File: config.mk
export PLATFORM = sky130hd
export DESIGN_NAME = sctr_regs
export DESIGN_NICKNAME = d
export VERILOG_FILES = /design/src/hdl/sctr_pkg.sv /design/src/hdl/sctr_sync_chan.sv /design/src/hdl/sctr_regs.sv
export SDC_FILE = /design/constraint.sdc
export NUM_CORES = 1
export LEC_CHECK = 0
export ABC_AREA = 1
export BUFFER_PORTS_ARGS = -buffer_cell sky130_fd_sc_hd__buf_2
export CAP_MARGIN = 20
export CORE_MARGIN = 10
export CORE_UTILIZATION = 50
export DETAILED_ROUTE_END_ITERATION = 6
export PLACE_DENSITY = 0.74
export REMOVE_ABC_BUFFERS = 1
export SYNTH_ARGS = -nofsm -noshare
export SYNTH_HDL_FRONTEND = slang
export SYNTH_SLANG_ARGS = --single-unit
File: constraint.sdc
create_clock -name ref_clk -period 1.6 [get_ports ref_clk]
set_input_delay 0.24 -clock ref_clk [delete_from_list [all_inputs] [get_ports ref_clk]]
set_output_delay 0.24 -clock ref_clk [all_outputs]
set_load 0.01 [all_outputs]
File: src/hdl/sctr_pkg.sv
// Constants shared by the sensor transceiver configuration and status bank.
package sctr_pkg;
   // ****************************************************************
   // Register addresses.
   // ****************************************************************
   localparam logic [5:0] A_GEN_CFG = 6'h01;   // Setup-phase configuration.
   localparam logic [5:0] A_CH_CTRL = 6'h02;   // Channel control.
   localparam logic [5:0] A_NOP = 6'h03;       // No operation.
   localparam logic [5:0] A_STATUS1 = 6'h04;   // First status register.
   localparam logic [5:0] A_BUF1_LO = 6'h08;   // Ch1 buffer, first word.
   localparam logic [5:0] A_BUF1_HI = 6'h0B;   // Ch1 buffer, last word.
   localparam logic [5:0] A_BUF2_LO = 6'h0C;   // Ch2 buffer, first word.
   localparam logic [5:0] A_BUF2_HI = 6'h0F;   // Ch2 buffer, last word.
   // ****************************************************************
   // Reset values and writable-bit masks (reserved bits read zero).
   // ****************************************************************
   localparam logic [15:0] GEN_CFG_RST = 16'h8000;
   localparam logic [15:0] CH_CTRL_RST = 16'h0442;
   localparam logic [15:0] GEN_CFG_WMASK = 16'hFFDF;
   localparam logic [15:0] CH_CTRL_WMASK = 16'h077B;
   // ****************************************************************
   // Configuration field positions; two-bit fields name their low bit.
   // ****************************************************************
   localparam int B_PAR = 15;
   localparam int B_AMUX_OFF = 14;
   localparam int B_CH2_BUF = 13;
   localparam int B_CH2_SRC = 11;
   localparam int B_CH2_METH = 10;
   localparam int B_CH1_BUF = 9;
   localparam int B_CH1_SRC = 7;
   localparam int B_CH1_METH = 6;
   localparam int B_CLK_SEL = 3;
   localparam int B_SIDG = 2;
   localparam int B_CHK_SRC = 1;
   localparam int B_REG_LVL = 0;
   // ****************************************************************
   // Channel control field positions; two-bit fields name their low bit.
   // ****************************************************************
   localparam int B_REG_EN = 10;
   localparam int B_CH2_REQ = 8;
   localparam int B_CH2_ALLOW = 6;
   localparam int B_CH2_ON = 5;
   localparam int B_CH1_REQ = 3;
   localparam int B_CH1_ALLOW = 1;
   localparam int B_CH1_ON = 0;
   // ****************************************************************
   // Status register: bits that show live conditions and are never latched.
   // ****************************************************************
   localparam logic [15:0] STATUS_LIVE_MASK = 16'h2A00;
   localparam int S_REG_DEEP_UV = 8;
   // ****************************************************************
   // Field encodings.
   // ****************************************************************
   localparam logic [1:0] SRC_PIN_A = 2'h0;
   localparam logic [1:0] SRC_HOST = 2'h1;
   localparam logic [1:0] SRC_AUTO = 2'h2;
   localparam logic [1:0] SRC_PIN_B = 2'h3;
   localparam logic [1:0] REQ_SHORT = 2'h1;
   localparam logic [1:0] REQ_LONG = 2'h2;
   localparam logic [1:0] CLK_EXT_1M = 2'h1;
   localparam logic [1:0] CLK_EXT_4M = 2'h2;
   localparam logic METHOD_TOOTH_GAP = 1'b0;
   localparam logic [4:0] PAYLOAD_SHORT = 5'h0A;
   localparam logic [4:0] PAYLOAD_LONG = 5'h10;
   // ****************************************************************
   // Timing.
   // ****************************************************************
   localparam int CLK_MHZ = 50;
   localparam int PARITY_PERIOD_US = 150;
   localparam int PIN_TIMEOUT_US = 100;
   localparam int PARITY_CYCLES = PARITY_PERIOD_US * CLK_MHZ;
   localparam int PIN_TIMEOUT_CYCLES = PIN_TIMEOUT_US * CLK_MHZ;
endpackage : sctr_pkg

File: src/hdl/sctr_sync_chan.sv
// One channel's sync pulse request and pin timeout logic.
`timescale 1ns/1ns
`default_nettype none
module sctr_sync_chan #(
   parameter int TOUT_CYCLES = sctr_pkg::PIN_TIMEOUT_CYCLES
) (
   input wire logic ref_clk,
   input wire logic resetn,
   input wire logic ce,
   input wire logic chan_on,
   input wire logic buf_sel,
   input wire logic method_sel,
   input wire logic sync_allow,
   input wire logic [1:0] trig_src,
   input wire logic host_wr,
   input wire logic [1:0] host_code,
   input wire logic pin_level,
   output logic sync_pulse,
   output logic sync_long,
   output logic length_from_buffer,
   output logic method_eff,
   output logic tout_evt
);
   localparam int CW = $clog2(TOUT_CYCLES + 1);

   logic pin_q;      // Pin level one cycle ago, for edge detection.
   logic [CW-1:0] tout_cnt;   // Cycles the pin has stayed active.

   // ****************************************************************
   // Decoding.
   // ****************************************************************
   wire pin_src = (trig_src == sctr_pkg::SRC_PIN_A) || (trig_src == sctr_pkg::SRC_PIN_B); // RL6
   wire auto_src = (trig_src == sctr_pkg::SRC_AUTO);   // RL6
   wire from_buf = buf_sel | auto_src;                  // RL5
   wire code_ok = (host_code == sctr_pkg::REQ_SHORT) || (host_code == sctr_pkg::REQ_LONG); // RL12
   // The write strobe is the one-shot; a stored code never repeats.
   wire host_fire = host_wr & chan_on & (trig_src == sctr_pkg::SRC_HOST) & code_ok; // RL13
   wire pin_fire = pin_src & chan_on & pin_level & ~pin_q;
   wire fire = (host_fire | pin_fire) & sync_allow;     // RL15
   // With the buffer in use the code sets no length.
   wire next_long = host_fire & ~from_buf & (host_code == sctr_pkg::REQ_LONG); // RL14
   wire pin_held = pin_src & chan_on & pin_level;
   wire tout_hit = pin_held && (tout_cnt == CW'(TOUT_CYCLES - 1));

   // ****************************************************************
   // Registered outputs and pin timeout counter.
   // ****************************************************************
   // Saturating, so a stuck pin times out once.
   always_ff @(posedge ref_clk or negedge resetn) begin
      if (!resetn) begin
         pin_q <= 1'b0;
         tout_cnt <= '0;
         sync_pulse <= 1'b0;
         sync_long <= 1'b0;
         length_from_buffer <= 1'b0;
         method_eff <= sctr_pkg::METHOD_TOOTH_GAP;
         tout_evt <= 1'b0;
      end else if (ce) begin
         pin_q <= pin_level;
         sync_pulse <= fire;
         sync_long <= fire & next_long;
         length_from_buffer <= from_buf;
         // The method bit only counts while the buffer bit is set.
         method_eff <= buf_sel ? method_sel : sctr_pkg::METHOD_TOOTH_GAP; // RL7
         tout_evt <= tout_hit;   // RL19
         if (!pin_held) begin
            tout_cnt <= '0;
         end else if (tout_cnt != CW'(TOUT_CYCLES)) begin
            tout_cnt <= tout_cnt + 1'b1;
         end
      end
   end
endmodule : sctr_sync_chan
`default_nettype wire

File: src/hdl/sctr_regs.sv
// Configuration, channel control and first status registers of the transceiver.
// How it works
// RL1 - Write, read, read-write or read-clear kinds.
// RL2 - Setup writes allowed until programming ends.
// RL3 - Odd check bit rechecked every 150 us.
// RL4 - Bit 14 turns address multiplexing off.
// RL5 - Buffer bit or auto source: buffer length.
// RL6 - Source: pin, host command or automatic.
// RL7 - Method counts only with buffer bit.
// RL8 - Clock field: none, 1 MHz, 4 MHz.
// RL9 - Sensor ID only for 10/16-bit payloads.
// RL10 - Check bits from sensor or computed.
// RL11 - Regulator and channel enables, one is on.
// RL12 - Host sync code: none, short, long.
// RL13 - Host code acts once, not when off.
// RL14 - With buffer, short equals long.
// RL15 - Allow bit gates sync pulses.
// RL16 - No-op write changes nothing.
// RL17 - Flags clear on read, three live.
// RL18 - Deep undervoltage: regulator off, confirm clears.
// RL19 - Pin held over 100 us: timeout flag.
// RL20 - Buffer write while pending: fault.
// RL21 - Link errors, bad addresses: link fault.
// RL22 - Coupling test done, aborted, active bits.
// RL23 - Setup writes ignored after programming ends.
`timescale 1ns/1ns
`default_nettype none
module sctr_regs #(
   parameter int PAR_CYCLES = sctr_pkg::PARITY_CYCLES,
   parameter int TOUT_CYCLES = sctr_pkg::PIN_TIMEOUT_CYCLES
) (
   input wire logic ref_clk,
   input wire logic resetn,
   input wire logic ce,
   input wire logic reg_wr,
   input wire logic reg_rd,
   input wire logic [5:0] reg_addr,
   input wire logic [15:0] reg_wdata,
   output logic [15:0] reg_rdata,
   input wire logic ext_addr_claim,
   input wire logic end_of_programming_cmd,
   input wire logic link_frame_err,
   input wire logic sync1_pin,
   input wire logic sync2_pin,
   input wire logic reg_deep_uv_in,
   input wire logic reg_uv_in,
   input wire logic reg_ov_in,
   input wire logic trim_err_in,
   input wire logic coupling_test_active_in,
   input wire logic coupling_test_done,
   input wire logic coupling_test_aborted,
   input wire logic ch1_sync_slow,
   input wire logic ch1_sync_uv,
   input wire logic ch2_sync_slow,
   input wire logic ch2_sync_uv,
   input wire logic ch1_buffer_pending,
   input wire logic ch2_buffer_pending,
   input wire logic [4:0] payload_len,
   output logic setup_locked,
   output logic addr_multiplex_off,
   output logic ext_clk_1mhz,
   output logic ext_clk_4mhz,
   output logic sensor_id_global_enable,
   output logic check_bits_source,
   output logic regulator_high_level,
   output logic regulator_enable,
   output logic ch1_on,
   output logic ch2_on,
   output logic ch1_sync_pulse,
   output logic ch1_sync_long,
   output logic ch1_buffer_sets_length,
   output logic ch1_sync_method,
   output logic ch2_sync_pulse,
   output logic ch2_sync_long,
   output logic ch2_buffer_sets_length,
   output logic ch2_sync_method,
   output logic global_fault,
   output logic global_status
);
   localparam int PW = $clog2(PAR_CYCLES);
   localparam int NS = 7;   // Number of asynchronous inputs synchronised.

   // ****************************************************************
   // Storage.
   // ****************************************************************
   logic [15:0] gen_cfg;          // Setup-phase configuration.
   logic [15:0] ch_ctrl;          // Channel control.
   logic [15:0] status_lat;       // Latched status flags.
   logic [NS-1:0] sync_a;         // First synchroniser stage, read only by sync_b.
   logic [NS-1:0] sync_b;         // Second synchroniser stage.
   logic [PW-1:0] par_cnt;        // Parity recheck interval counter.
   logic parity_fault;            // Sticky result of the periodic check.
   logic ch1_tout;                // Channel one pin timeout pulse.
   logic ch2_tout;                // Channel two pin timeout pulse.

   // ****************************************************************
   // Synchronised pin and analog conditions.
   // ****************************************************************
   wire sync1_s = sync_b[0];
   wire sync2_s = sync_b[1];
   wire deep_uv_s = sync_b[2];
   wire uv_s = sync_b[3];
   wire ov_s = sync_b[4];
   wire trim_s = sync_b[5];
   wire ct_active_s = sync_b[6];

   // ****************************************************************
   // Address decode.
   // ****************************************************************
   wire hit_gen = (reg_addr == sctr_pkg::A_GEN_CFG);
   wire hit_ctl = (reg_addr == sctr_pkg::A_CH_CTRL);
   wire hit_nop = (reg_addr == sctr_pkg::A_NOP);
   wire hit_st1 = (reg_addr == sctr_pkg::A_STATUS1);
   wire hit_b1 = (reg_addr >= sctr_pkg::A_BUF1_LO) && (reg_addr <= sctr_pkg::A_BUF1_HI);
   wire hit_b2 = (reg_addr >= sctr_pkg::A_BUF2_LO) && (reg_addr <= sctr_pkg::A_BUF2_HI);
   wire hit_any = hit_gen | hit_ctl | hit_nop | hit_st1 | hit_b1 | hit_b2 | ext_addr_claim;
   wire access = reg_wr | reg_rd;
   // Setup register freezes after programming.
   wire gen_wr = reg_wr & hit_gen & ~setup_locked;   // RL2 RL23
   wire ctl_wr = reg_wr & hit_ctl;
   // The status register is read-clear; a write to it stores nothing.
   wire st1_rd = reg_rd & hit_st1;   // RL1

   // ****************************************************************
   // Regulator control.
   // ****************************************************************
   // A deep undervoltage forces the enable low even against a host write.
   wire reg_trip = deep_uv_s;   // RL18
   wire host_confirm = ctl_wr & ~reg_wdata[sctr_pkg::B_REG_EN];   // RL18
   wire [15:0] ctl_written = (reg_wdata & sctr_pkg::CH_CTRL_WMASK);
   wire [15:0] ctl_base = ctl_wr ? ctl_written : ch_ctrl;
   wire [15:0] reg_off_mask = 16'h0001 << sctr_pkg::B_REG_EN;
   wire [15:0] next_ch_ctrl = reg_trip ? (ctl_base & ~reg_off_mask) : ctl_base; // RL18

   // ****************************************************************
   // Status register events.
   // ****************************************************************
   wire buf1_flt = reg_wr & hit_b1 & ch1_buffer_pending;   // RL20
   wire buf2_flt = reg_wr & hit_b2 & ch2_buffer_pending;   // RL20
   wire link_flt = link_frame_err | (access & ~hit_any);   // RL21
   // Flag set vector, bit 15 first.
   wire [15:0] status_set = {coupling_test_done, coupling_test_aborted, 1'b0, // RL22
      link_flt, 1'b0, uv_s, 1'b0, deep_uv_s,                               // RL17
      ch2_tout, buf2_flt, ch2_sync_slow, ch2_sync_uv,
      ch1_tout, buf1_flt, ch1_sync_slow, ch1_sync_uv};
   // Live conditions merge at read time.
   wire [15:0] status_live = {2'b00, ct_active_s, 1'b0, trim_s, 1'b0, ov_s, 9'h000}; // RL22
   wire [15:0] uvl_mask = 16'h0001 << sctr_pkg::S_REG_DEEP_UV;
   // A read clears all latched flags but deep undervoltage.
   wire [15:0] clr_rd = st1_rd ? ~uvl_mask : 16'h0000;   // RL17
   wire [15:0] clr_cf = host_confirm ? uvl_mask : 16'h0000;   // RL18
   // Set wins over clear so an event in the clearing cycle survives.
   wire [15:0] next_status = ((status_lat & ~(clr_rd | clr_cf)) | status_set)
      & ~sctr_pkg::STATUS_LIVE_MASK;
   wire [15:0] status_view = status_lat | status_live;   // RL17

   // ****************************************************************
   // Read data selection.
   // ****************************************************************
   // The no-operation register stores nothing and reads as zero.
   wire [15:0] next_rdata = hit_gen ? gen_cfg :
                            hit_ctl ? ch_ctrl :
                            hit_st1 ? status_view : 16'h0000;   // RL16

   // ****************************************************************
   // Parity recheck.
   // ****************************************************************
   wire par_tick = (par_cnt == PW'(PAR_CYCLES - 1));
   wire par_bad = ~(^gen_cfg);   // Odd parity means the XOR of all bits is one.

   // ****************************************************************
   // Configuration outputs, decoded from register bits; sensor ID also gated by payload length.
   // ****************************************************************
   wire [1:0] clk_sel = gen_cfg[sctr_pkg::B_CLK_SEL +: 2];
   wire payload_fits = (payload_len == sctr_pkg::PAYLOAD_SHORT) ||
                       (payload_len == sctr_pkg::PAYLOAD_LONG);
   assign addr_multiplex_off = gen_cfg[sctr_pkg::B_AMUX_OFF];   // RL4
   assign ext_clk_1mhz = (clk_sel == sctr_pkg::CLK_EXT_1M);    // RL8
   assign ext_clk_4mhz = (clk_sel == sctr_pkg::CLK_EXT_4M);    // RL8
   assign sensor_id_global_enable = gen_cfg[sctr_pkg::B_SIDG] & payload_fits;   // RL9
   assign check_bits_source = gen_cfg[sctr_pkg::B_CHK_SRC];   // RL10
   assign regulator_high_level = gen_cfg[sctr_pkg::B_REG_LVL];
   assign regulator_enable = ch_ctrl[sctr_pkg::B_REG_EN];   // RL11
   assign ch1_on = ch_ctrl[sctr_pkg::B_CH1_ON];   // RL11
   assign ch2_on = ch_ctrl[sctr_pkg::B_CH2_ON];   // RL11
   assign global_fault = parity_fault;   // RL3
   // Summary returned with every frame.
   assign global_status = parity_fault | (|status_view);   // RL16

   // ****************************************************************
   // Synchroniser for pins and analog comparators.
   // ****************************************************************
   always_ff @(posedge ref_clk or negedge resetn) begin
      if (!resetn) begin
         sync_a <= '0;
         sync_b <= '0;
      end else if (ce) begin
         sync_a <= {coupling_test_active_in, trim_err_in, reg_ov_in, reg_uv_in,
                    reg_deep_uv_in, sync2_pin, sync1_pin};
         sync_b <= sync_a;
      end
   end

   // ****************************************************************
   // Configuration and control registers.
   // ****************************************************************
   // The lock has no way back short of a reset, by intent.
   always_ff @(posedge ref_clk or negedge resetn) begin
      if (!resetn) begin
         gen_cfg <= sctr_pkg::GEN_CFG_RST;
         ch_ctrl <= sctr_pkg::CH_CTRL_RST;
         setup_locked <= 1'b0;
      end else if (ce) begin
         if (gen_wr) begin
            gen_cfg <= reg_wdata & sctr_pkg::GEN_CFG_WMASK;   // RL2
         end
         ch_ctrl <= next_ch_ctrl;   // RL11
         if (end_of_programming_cmd) begin
            setup_locked <= 1'b1;   // RL23
         end
      end
   end

   // ****************************************************************
   // Status latch and read data.
   // ****************************************************************
   // Read data and clearing share one edge.
   always_ff @(posedge ref_clk or negedge resetn) begin
      if (!resetn) begin
         status_lat <= 16'h0000;
         reg_rdata <= 16'h0000;
      end else if (ce) begin
         status_lat <= next_status;   // RL17
         if (reg_rd) begin
            reg_rdata <= next_rdata;   // RL1
         end
      end
   end

   // ****************************************************************
   // Periodic parity recheck.
   // ****************************************************************
   // Sticky until reset so a brief mismatch is kept.
   always_ff @(posedge ref_clk or negedge resetn) begin
      if (!resetn) begin
         par_cnt <= '0;
         parity_fault <= 1'b0;
      end else if (ce) begin
         par_cnt <= par_tick ? '0 : par_cnt + 1'b1;   // RL3
         if (par_tick && par_bad) begin
            parity_fault <= 1'b1;   // RL3
         end
      end
   end

   // ****************************************************************
   // Per-channel sync logic.
   // ****************************************************************
   sctr_sync_chan #(.TOUT_CYCLES(TOUT_CYCLES)) u_ch1 (
      .ref_clk(ref_clk),
      .resetn(resetn),
      .ce(ce),
      .chan_on(ch1_on),
      .buf_sel(gen_cfg[sctr_pkg::B_CH1_BUF]),
      .method_sel(gen_cfg[sctr_pkg::B_CH1_METH]),
      .sync_allow(ch_ctrl[sctr_pkg::B_CH1_ALLOW]),
      .trig_src(gen_cfg[sctr_pkg::B_CH1_SRC +: 2]),
      .host_wr(ctl_wr),
      .host_code(reg_wdata[sctr_pkg::B_CH1_REQ +: 2]),
      .pin_level(sync1_s),
      .sync_pulse(ch1_sync_pulse),
      .sync_long(ch1_sync_long),
      .length_from_buffer(ch1_buffer_sets_length),
      .method_eff(ch1_sync_method),
      .tout_evt(ch1_tout)
   );

   sctr_sync_chan #(.TOUT_CYCLES(TOUT_CYCLES)) u_ch2 (
      .ref_clk(ref_clk),
      .resetn(resetn),
      .ce(ce),
      .chan_on(ch2_on),
      .buf_sel(gen_cfg[sctr_pkg::B_CH2_BUF]),
      .method_sel(gen_cfg[sctr_pkg::B_CH2_METH]),
      .sync_allow(ch_ctrl[sctr_pkg::B_CH2_ALLOW]),
      .trig_src(gen_cfg[sctr_pkg::B_CH2_SRC +: 2]),
      .host_wr(ctl_wr),
      .host_code(reg_wdata[sctr_pkg::B_CH2_REQ +: 2]),
      .pin_level(sync2_s),
      .sync_pulse(ch2_sync_pulse),
      .sync_long(ch2_sync_long),
      .length_from_buffer(ch2_buffer_sets_length),
      .method_eff(ch2_sync_method),
      .tout_evt(ch2_tout)
   );
endmodule : sctr_regs
`default_nettype wire

==> flow_summary.ini, run 1 <==
[outcome]
status = finished with violations
failed_checks = setup timing

[routing]
wirelength_um = 17800
route.met3.wl_um = 1180
num_vias = 5968
drt_pass1_iterations = 5
wl_per_cell_um = 15.5
route.met2.wl_um = 8360
via_per_inst = 5.20
ant_nets = 0
maxUsedRoutingLayer = met4
drt_iter0_markers = 477
drcViolationCount = 0
wl_met1_um = 7880

[timing]
worstMarginPinSlew_ps = 530
fmax_mhz = 563
fin_ws_ps = -178
drv_slew = 0
clock_skew_ps = 7.84
setup_viol = 1
hold_viol = 0
fin_crit_ps = 1780
layout_worst_path_cycle_share_pct = 111
rsz0062_at_grt = yes
setup_tns_ps = -178
relSlewSlack_pct = 64.6

[logic_synthesis]
synth_top_family_by_area = simple AND/OR/NAND/NOR gates
yosys-top-cells-area = dfrtp_1 (46%), nand2_1 (15%), inv_1 (5.5%)
synthAdderAreaFrac_pct = 2.16
synth_area_leader_cell = dfrtp_1
yosysWarnings = 0
postSynthCellCount = 825
synth_compound_area_share_pct = 10.6
synth_edf_count = 0
syn-cell-area_um2 = 6370
yosys.area_share.simple_pct = 30.9
synth-seq-cells = 120
avgSynthCellArea_um2 = 7.73
synthMuxAreaShare_pct = 0
async_flop_share_pct = 100
yosysSeqAreaShare_pct = 47.2
synth_top_flop_cell = dfrtp_1
synth-xor-area-share_pct = 1.37
synthTopCellsByCount = nand2_1 (260), dfrtp_1 (116), inv_1 (93), nor2_1 (65), nand3_1 (60)
yosysMostFrequentCell = nand2_1
synth_top_area_share_pct = 45.5
synth_cell_types = 43

[floorplan]
core-area_um2 = 12600
die_x_um = 133
ios = 86
rows = 41
dieArea_um2 = 17700
die_y_um = 133
initial_core_util_pct = 50.7

[setup_path]
end_kind = output port
crit_path_frequent_cell = nand4_1
worstSetupPathType = flip-flop to output port
critPathSlowestCell = dfrtp_1
cp_data_required_time_ps = 1360
worstPathArrival_ps = 1540
path_buf_inv = 2
critPathLaunchType = flip-flop
cpPeakStageDelay_ps = 360
crit_family = simple AND/OR/NAND/NOR gates
crit_chain = inv_1, nand4_1, nor3_2, nand4_1, buf_2
crit_path_max_fanout = 3

[final_layout]
num_antenna_cells = 0
areaGrowthSynthToFinish_pct = 28.8
design_area_um2 = 8210
post-route-util_pct = 65.3
nFillCells = 1033
drive_above_1_share_pct = 24.1
fin_nets = 1025

[clocking]
numCtsBuffers = 17
clk_pin_slew_ps = 50
h-tree-depth = 4
insertion_delay_ps = 420
clockBufferDepth = 2
root_buffer = clkbuf_16
cts_sinks = 120
cts_tree = done

[flow_run]
max_cap_violations = 0

[placed_design]
place_ws_ps = 5.40
dp_hpwl_um = 12500
gp_congestion = 0.926
dpl_cell_area_um2 = 7280
port_buffers = 85

[power_and_ir_drop]
power.total_mw = 8.48
leakagePower_nw = 4.06
ir_worst_vdd_mv = 0.987
power_density_nw_per_um2 = 1030

[global_route]
overflow = 0
first_global_vias = 5859
antenna_found_initial = 0
grt_pass1_wl_um = 29000
grt_max_degree = 80
grt_usage_pct = 20.1

[min_path]
hp-class = input port to flip-flop
==> logic make-up after synthesis <==
group	count (synthesis)
AND/OR/NAND/NOR	449
XOR/XNOR	10
flip-flops	120
buffers and inverters	120
AO/OA/AOI/OAI	115
adder cells (fa/ha/maj)	11
==> registers in the layout, summed over array words and instances (netlist names), 7 cells and up <==
| register | cells |
|---|---|
| reg_rdata | 16 |
| par_cnt | 13 |
| u_ch1.tout_cnt | 13 |
| sync_a | 7 |
| sync_b | 7 |
| gen_cfg | 15 |
| status_lat | 13 |
| u_ch2.tout_cnt | 13 |
| ch_ctrl | 9 |
==> tightest hold or removal path, stage by stage <==
cell and delay [ps]:
buf_2 80, nand2_1 40, nand2_1 50
==> report_power, final <==
part	internal (mW)	leakage, nW	switching, mW
logic	0.293	2.24	0.470
clock network	2.98	0.324	1.34
registers	3.21	1.49	0.177
total	6.49	4.06	1.98
==> worst paths after layout <==
path	slack (ps)	to	depth (start not counted)	startpoint
max	-180	global_status	5	status_lat[10]$_DFFE_PN0P_
min	30	sync_a[0]$_DFFE_PN0P_	3	sync1_pin
max reg2reg	20	u_ch1.tout_cnt[11]$_DFFE_PN0P_	9	u_ch1.tout_cnt[1]$_DFFE_PN0P_
min reg2reg	470	sync_a[4]$_DFFE_PN0P_	2	sync_a[4]$_DFFE_PN0P_
max in group asynchronous	730	u_ch1.tout_cnt[0]$_DFFE_PN0P_	3	resetn
min in group asynchronous	380	reg_rdata[0]$_DFFE_PN0P_	3	resetn
==> cell usage in the layout, fill, tap and decap left out, types with 4 or more instances in the layout <==
cell / instances
nor2_1: 62
o21ai_2: 12
nor3_1: 22
inv_1: 86
nand2_1: 259
clkbuf_16: 17
o21ai_0: 44
a21oi_1: 12
nor2_4: 7
nand3_1: 55
buf_2: 84
nand4_1: 16
inv_2: 8
dfstp_2: 4
nand3_2: 6
bufinv_16: 6
buf_4: 52
dfrtp_1: 114
ha_1: 7
buf_12: 4
xor2_1: 9
ha_4: 4
o21ai_1: 16
o22ai_1: 20
==> metal layers <==
layer / GRT usage, % / vias up
met5: 0 / -
met4: 7.70 / 0
met3: 5.87 / 34
met2: 31.8 / 201
met1: 25.4 / 2766
li1: - / 2967
==> final cells by class <==
| class | count | area (µm²) | area share (%) |
|---|---|---|---|
| clock buffer | 22 | 464 | 5.66 |
| clock inverter | 9 | 195 | 2.38 |
| inverter | 98 | 383 | 4.67 |
| multi-input combinational | 585 | 3030 | 36.9 |
| sequential | 120 | 3010 | 36.7 |
| tap | 172 | 215 | 2.62 |
| timing repair buffer | 141 | 901 | 11.0 |
| timing repair inverter | 1 | 7.51 | 0.0915 |
==> what timing repair did <==
action | 4_1_cts | 5_1_grt
setup buffers | 1 | 9
cloned | 0 | 1
hold endpoints to repair | 116 | 0
hold buffers | 1 | 0
pin swaps | 1 | 9
endpoints found under the setup margin | 1 | 35
resized for setup | 2 | 39
==> metrics by stage <==
stage,hold WS [ps],instances
CTS,16.5,1138
detailed placement,310,1105
floorplan,-55.6,803
global route,28.7,1148
finish,25.2,1148
global placement,306,1105
Note: power is estimated with default switching activity, not from simulation.
==> run 2: changes to the inputs <==
--- a/config.mk
+++ b/config.mk
@@ -11,7 +11,7 @@
 export CORE_MARGIN = 10
 export CORE_UTILIZATION = 50
 export DETAILED_ROUTE_END_ITERATION = 6
-export PLACE_DENSITY = 0.74
+export PLACE_DENSITY = 0.71
 export REMOVE_ABC_BUFFERS = 1
 export SYNTH_ARGS = -nofsm -noshare
 export SYNTH_HDL_FRONTEND = slang
==> constraint.sdc (replaced) <==
create_clock -name ref_clk -period 2.05 [get_ports ref_clk]
set_input_delay 0.3075 -clock ref_clk [delete_from_list [all_inputs] [get_ports ref_clk]]
set_output_delay 0.3075 -clock ref_clk [all_outputs]
set_load 0.01 [all_outputs]
==> run 2 against run 1 <==
Effect of this change: cell area down 6.4%; critical path depth down 2; global-route usage down 0.61 points; register-to-register slack better by 220 ps; die area unchanged; largest cell class is now flip-flops and latches; largest power group unchanged; the run now ends clean; final cell count down 3.1%; flip-flop and latch count unchanged; critical endpoint unchanged; wire length down 5.0%; core utilization down 4.2 points; sequential share of layout area up 2.5 points; via count down 3.7%.
==> flow_summary.ini, run 2 (same netlist as run 1, synthesis figures left out) <==
[outcome]
status = complete, no violations

[placed_design]
placed_cells = 1078
dp_hpwl_um = 12300
place_ws_ps = 292
dpl_cell_area_um2 = 7050
gp_congestion = 0.891
port_buffers = 85

[global_route]
met1_usage_pct = 25.5
grt_pass1_wl_um = 28200
first_global_vias = 5573
antenna_found_initial = 0
grt_usage_pct = 19.5
busiest_layer = met2
grt_max_degree = 41
use_met3_pct = 5.30
overflow = 0
grtUsageMet2_pct = 30.4

[clocking]
numCtsBuffers = 17
root_buffer = clkbuf_16
cts_tree = done
insertion_delay_ps = 420
cts_sinks = 120
clk_pin_slew_ps = 50
cts_setup_buffers = 0
h-tree-depth = 4
clockBufferDepth = 2

[final_layout]
post-route-util_pct = 61.1
top_register = reg_rdata
mostFrequentLayoutCell = nand2_1
top_regs = reg_rdata x16, gen_cfg x15
final_cell_mix = nand2_1 (260), dfrtp_1 (116), inv_1 (92)
num_antenna_cells = 0
areaGrowthSynthToFinish_pct = 20.6
drive_above_1_share_pct = 18.5
design_area_um2 = 7680
fin_nets = 988
instances_no_fill = 1112
largest_register_ffs = 16

[setup_path]
cpPeakStageDelay_ps = 440
crit_chain = nor4_1, nand4_1, buf_2
cp_data_required_time_ps = 1740
crit_path_max_fanout = 3
critPathLaunchType = flip-flop
end_kind = output port
worstPathArrival_ps = 1570
worstSetupPathType = flip-flop to output port
critPathSlowestCell = nor4_1

[timing]
drv_slew = 0
worstMarginPinSlew_ps = 445
setup_tns_ps = 0
fmax_mhz = 533
hold-worst-slack_ps = 83.2
fin_crit_ps = 1880
layout_worst_path_cycle_share_pct = 91.6
hold_viol = 0
relSlewSlack_pct = 70.1
fin_ws_ps = 173
clock_skew_ps = 9.37
setup_viol = 0
rsz0062_at_grt = no

[floorplan]
initial_core_util_pct = 50.7
dieArea_um2 = 17700
core-area_um2 = 12600
die_x_um = 133
rows = 41
ios = 86
die_y_um = 133

[power_and_ir_drop]
leakagePower_nw = 3.84
power_density_nw_per_um2 = 810
ir_worst_vdd_mv = 0.364
power.total_mw = 6.23

[routing]
ant_nets = 0
num_vias = 5748
drt_iter0_markers = 552
via_per_inst = 5.17
wirelength_um = 16900
drcViolationCount = 0
drt_pass1_iterations = 5
wl_per_cell_um = 15.2

[min_path]
hp-class = input port to flip-flop

[flow_run]
max_cap_violations = 0
run 2: metal layers:
metal  vias to the layer above  share of wire, %
li1                       2895                 -
met1                      2681                46
met2                       147                46
met3                        25               5.6
met4                         0               1.6
met5                         -                 0
run 2: power by group:
| part | internal [mW] | switching (mW) | leakage (nW) | total (mW) |
|---|---|---|---|---|
| logic | 0.193 | 0.328 | 2.04 | 0.521 |
| registers | 2.51 | 0.127 | 1.50 | 2.63 |
| clock network | 2.02 | 1.05 | 0.306 | 3.07 |
run 2: worst paths after layout:
path	start	to	slack (ps)	cells after the start
min	reg_deep_uv_in	sync_a[2]$_DFFE_PN0P_	80	3
min reg2reg	sync_a[5]$_DFFE_PN0P_	sync_a[5]$_DFFE_PN0P_	470	2
max	status_lat[8]$_DFFE_PN0P_	global_status	170	3
min in group asynchronous	resetn	reg_rdata[14]$_DFFE_PN0P_	330	2
max in group asynchronous	resetn	gen_cfg[15]$_DFFE_PN1P_	1120	3
max reg2reg	gen_cfg[7]$_DFFE_PN0P_	u_ch1.tout_cnt[11]$_DFFE_PN0P_	240	9
run 2: timing repair:
| action | 4_1_cts | 5_1_grt |
|---|---|---|
| setup endpoints to repair | 0 | 1 |
| gates resized for setup | 0 | 3 |
| hold buffers | 1 | 0 |
| hold endpoints to repair | 18 | 0 |
run 2: critical path: cells and delay by family (launching register included):
family | cells | cell delay [ps]
simple gates | 2 | 580
flops | 1 | 400
buf+inv | 1 | 170
run 2: cell type report:
cell class / count / area (µm²)
Fill cell: 1109 / 4880
Clock inverter: 9 / 120
Inverter: 98 / 374
Multi-Input combinational cell: 585 / 2870
Timing Repair inverter: 1 / 7.51
Sequential cell: 120 / 3010
Timing Repair Buffer: 104 / 598
Tap cell: 172 / 215
Clock buffer: 23 / 488
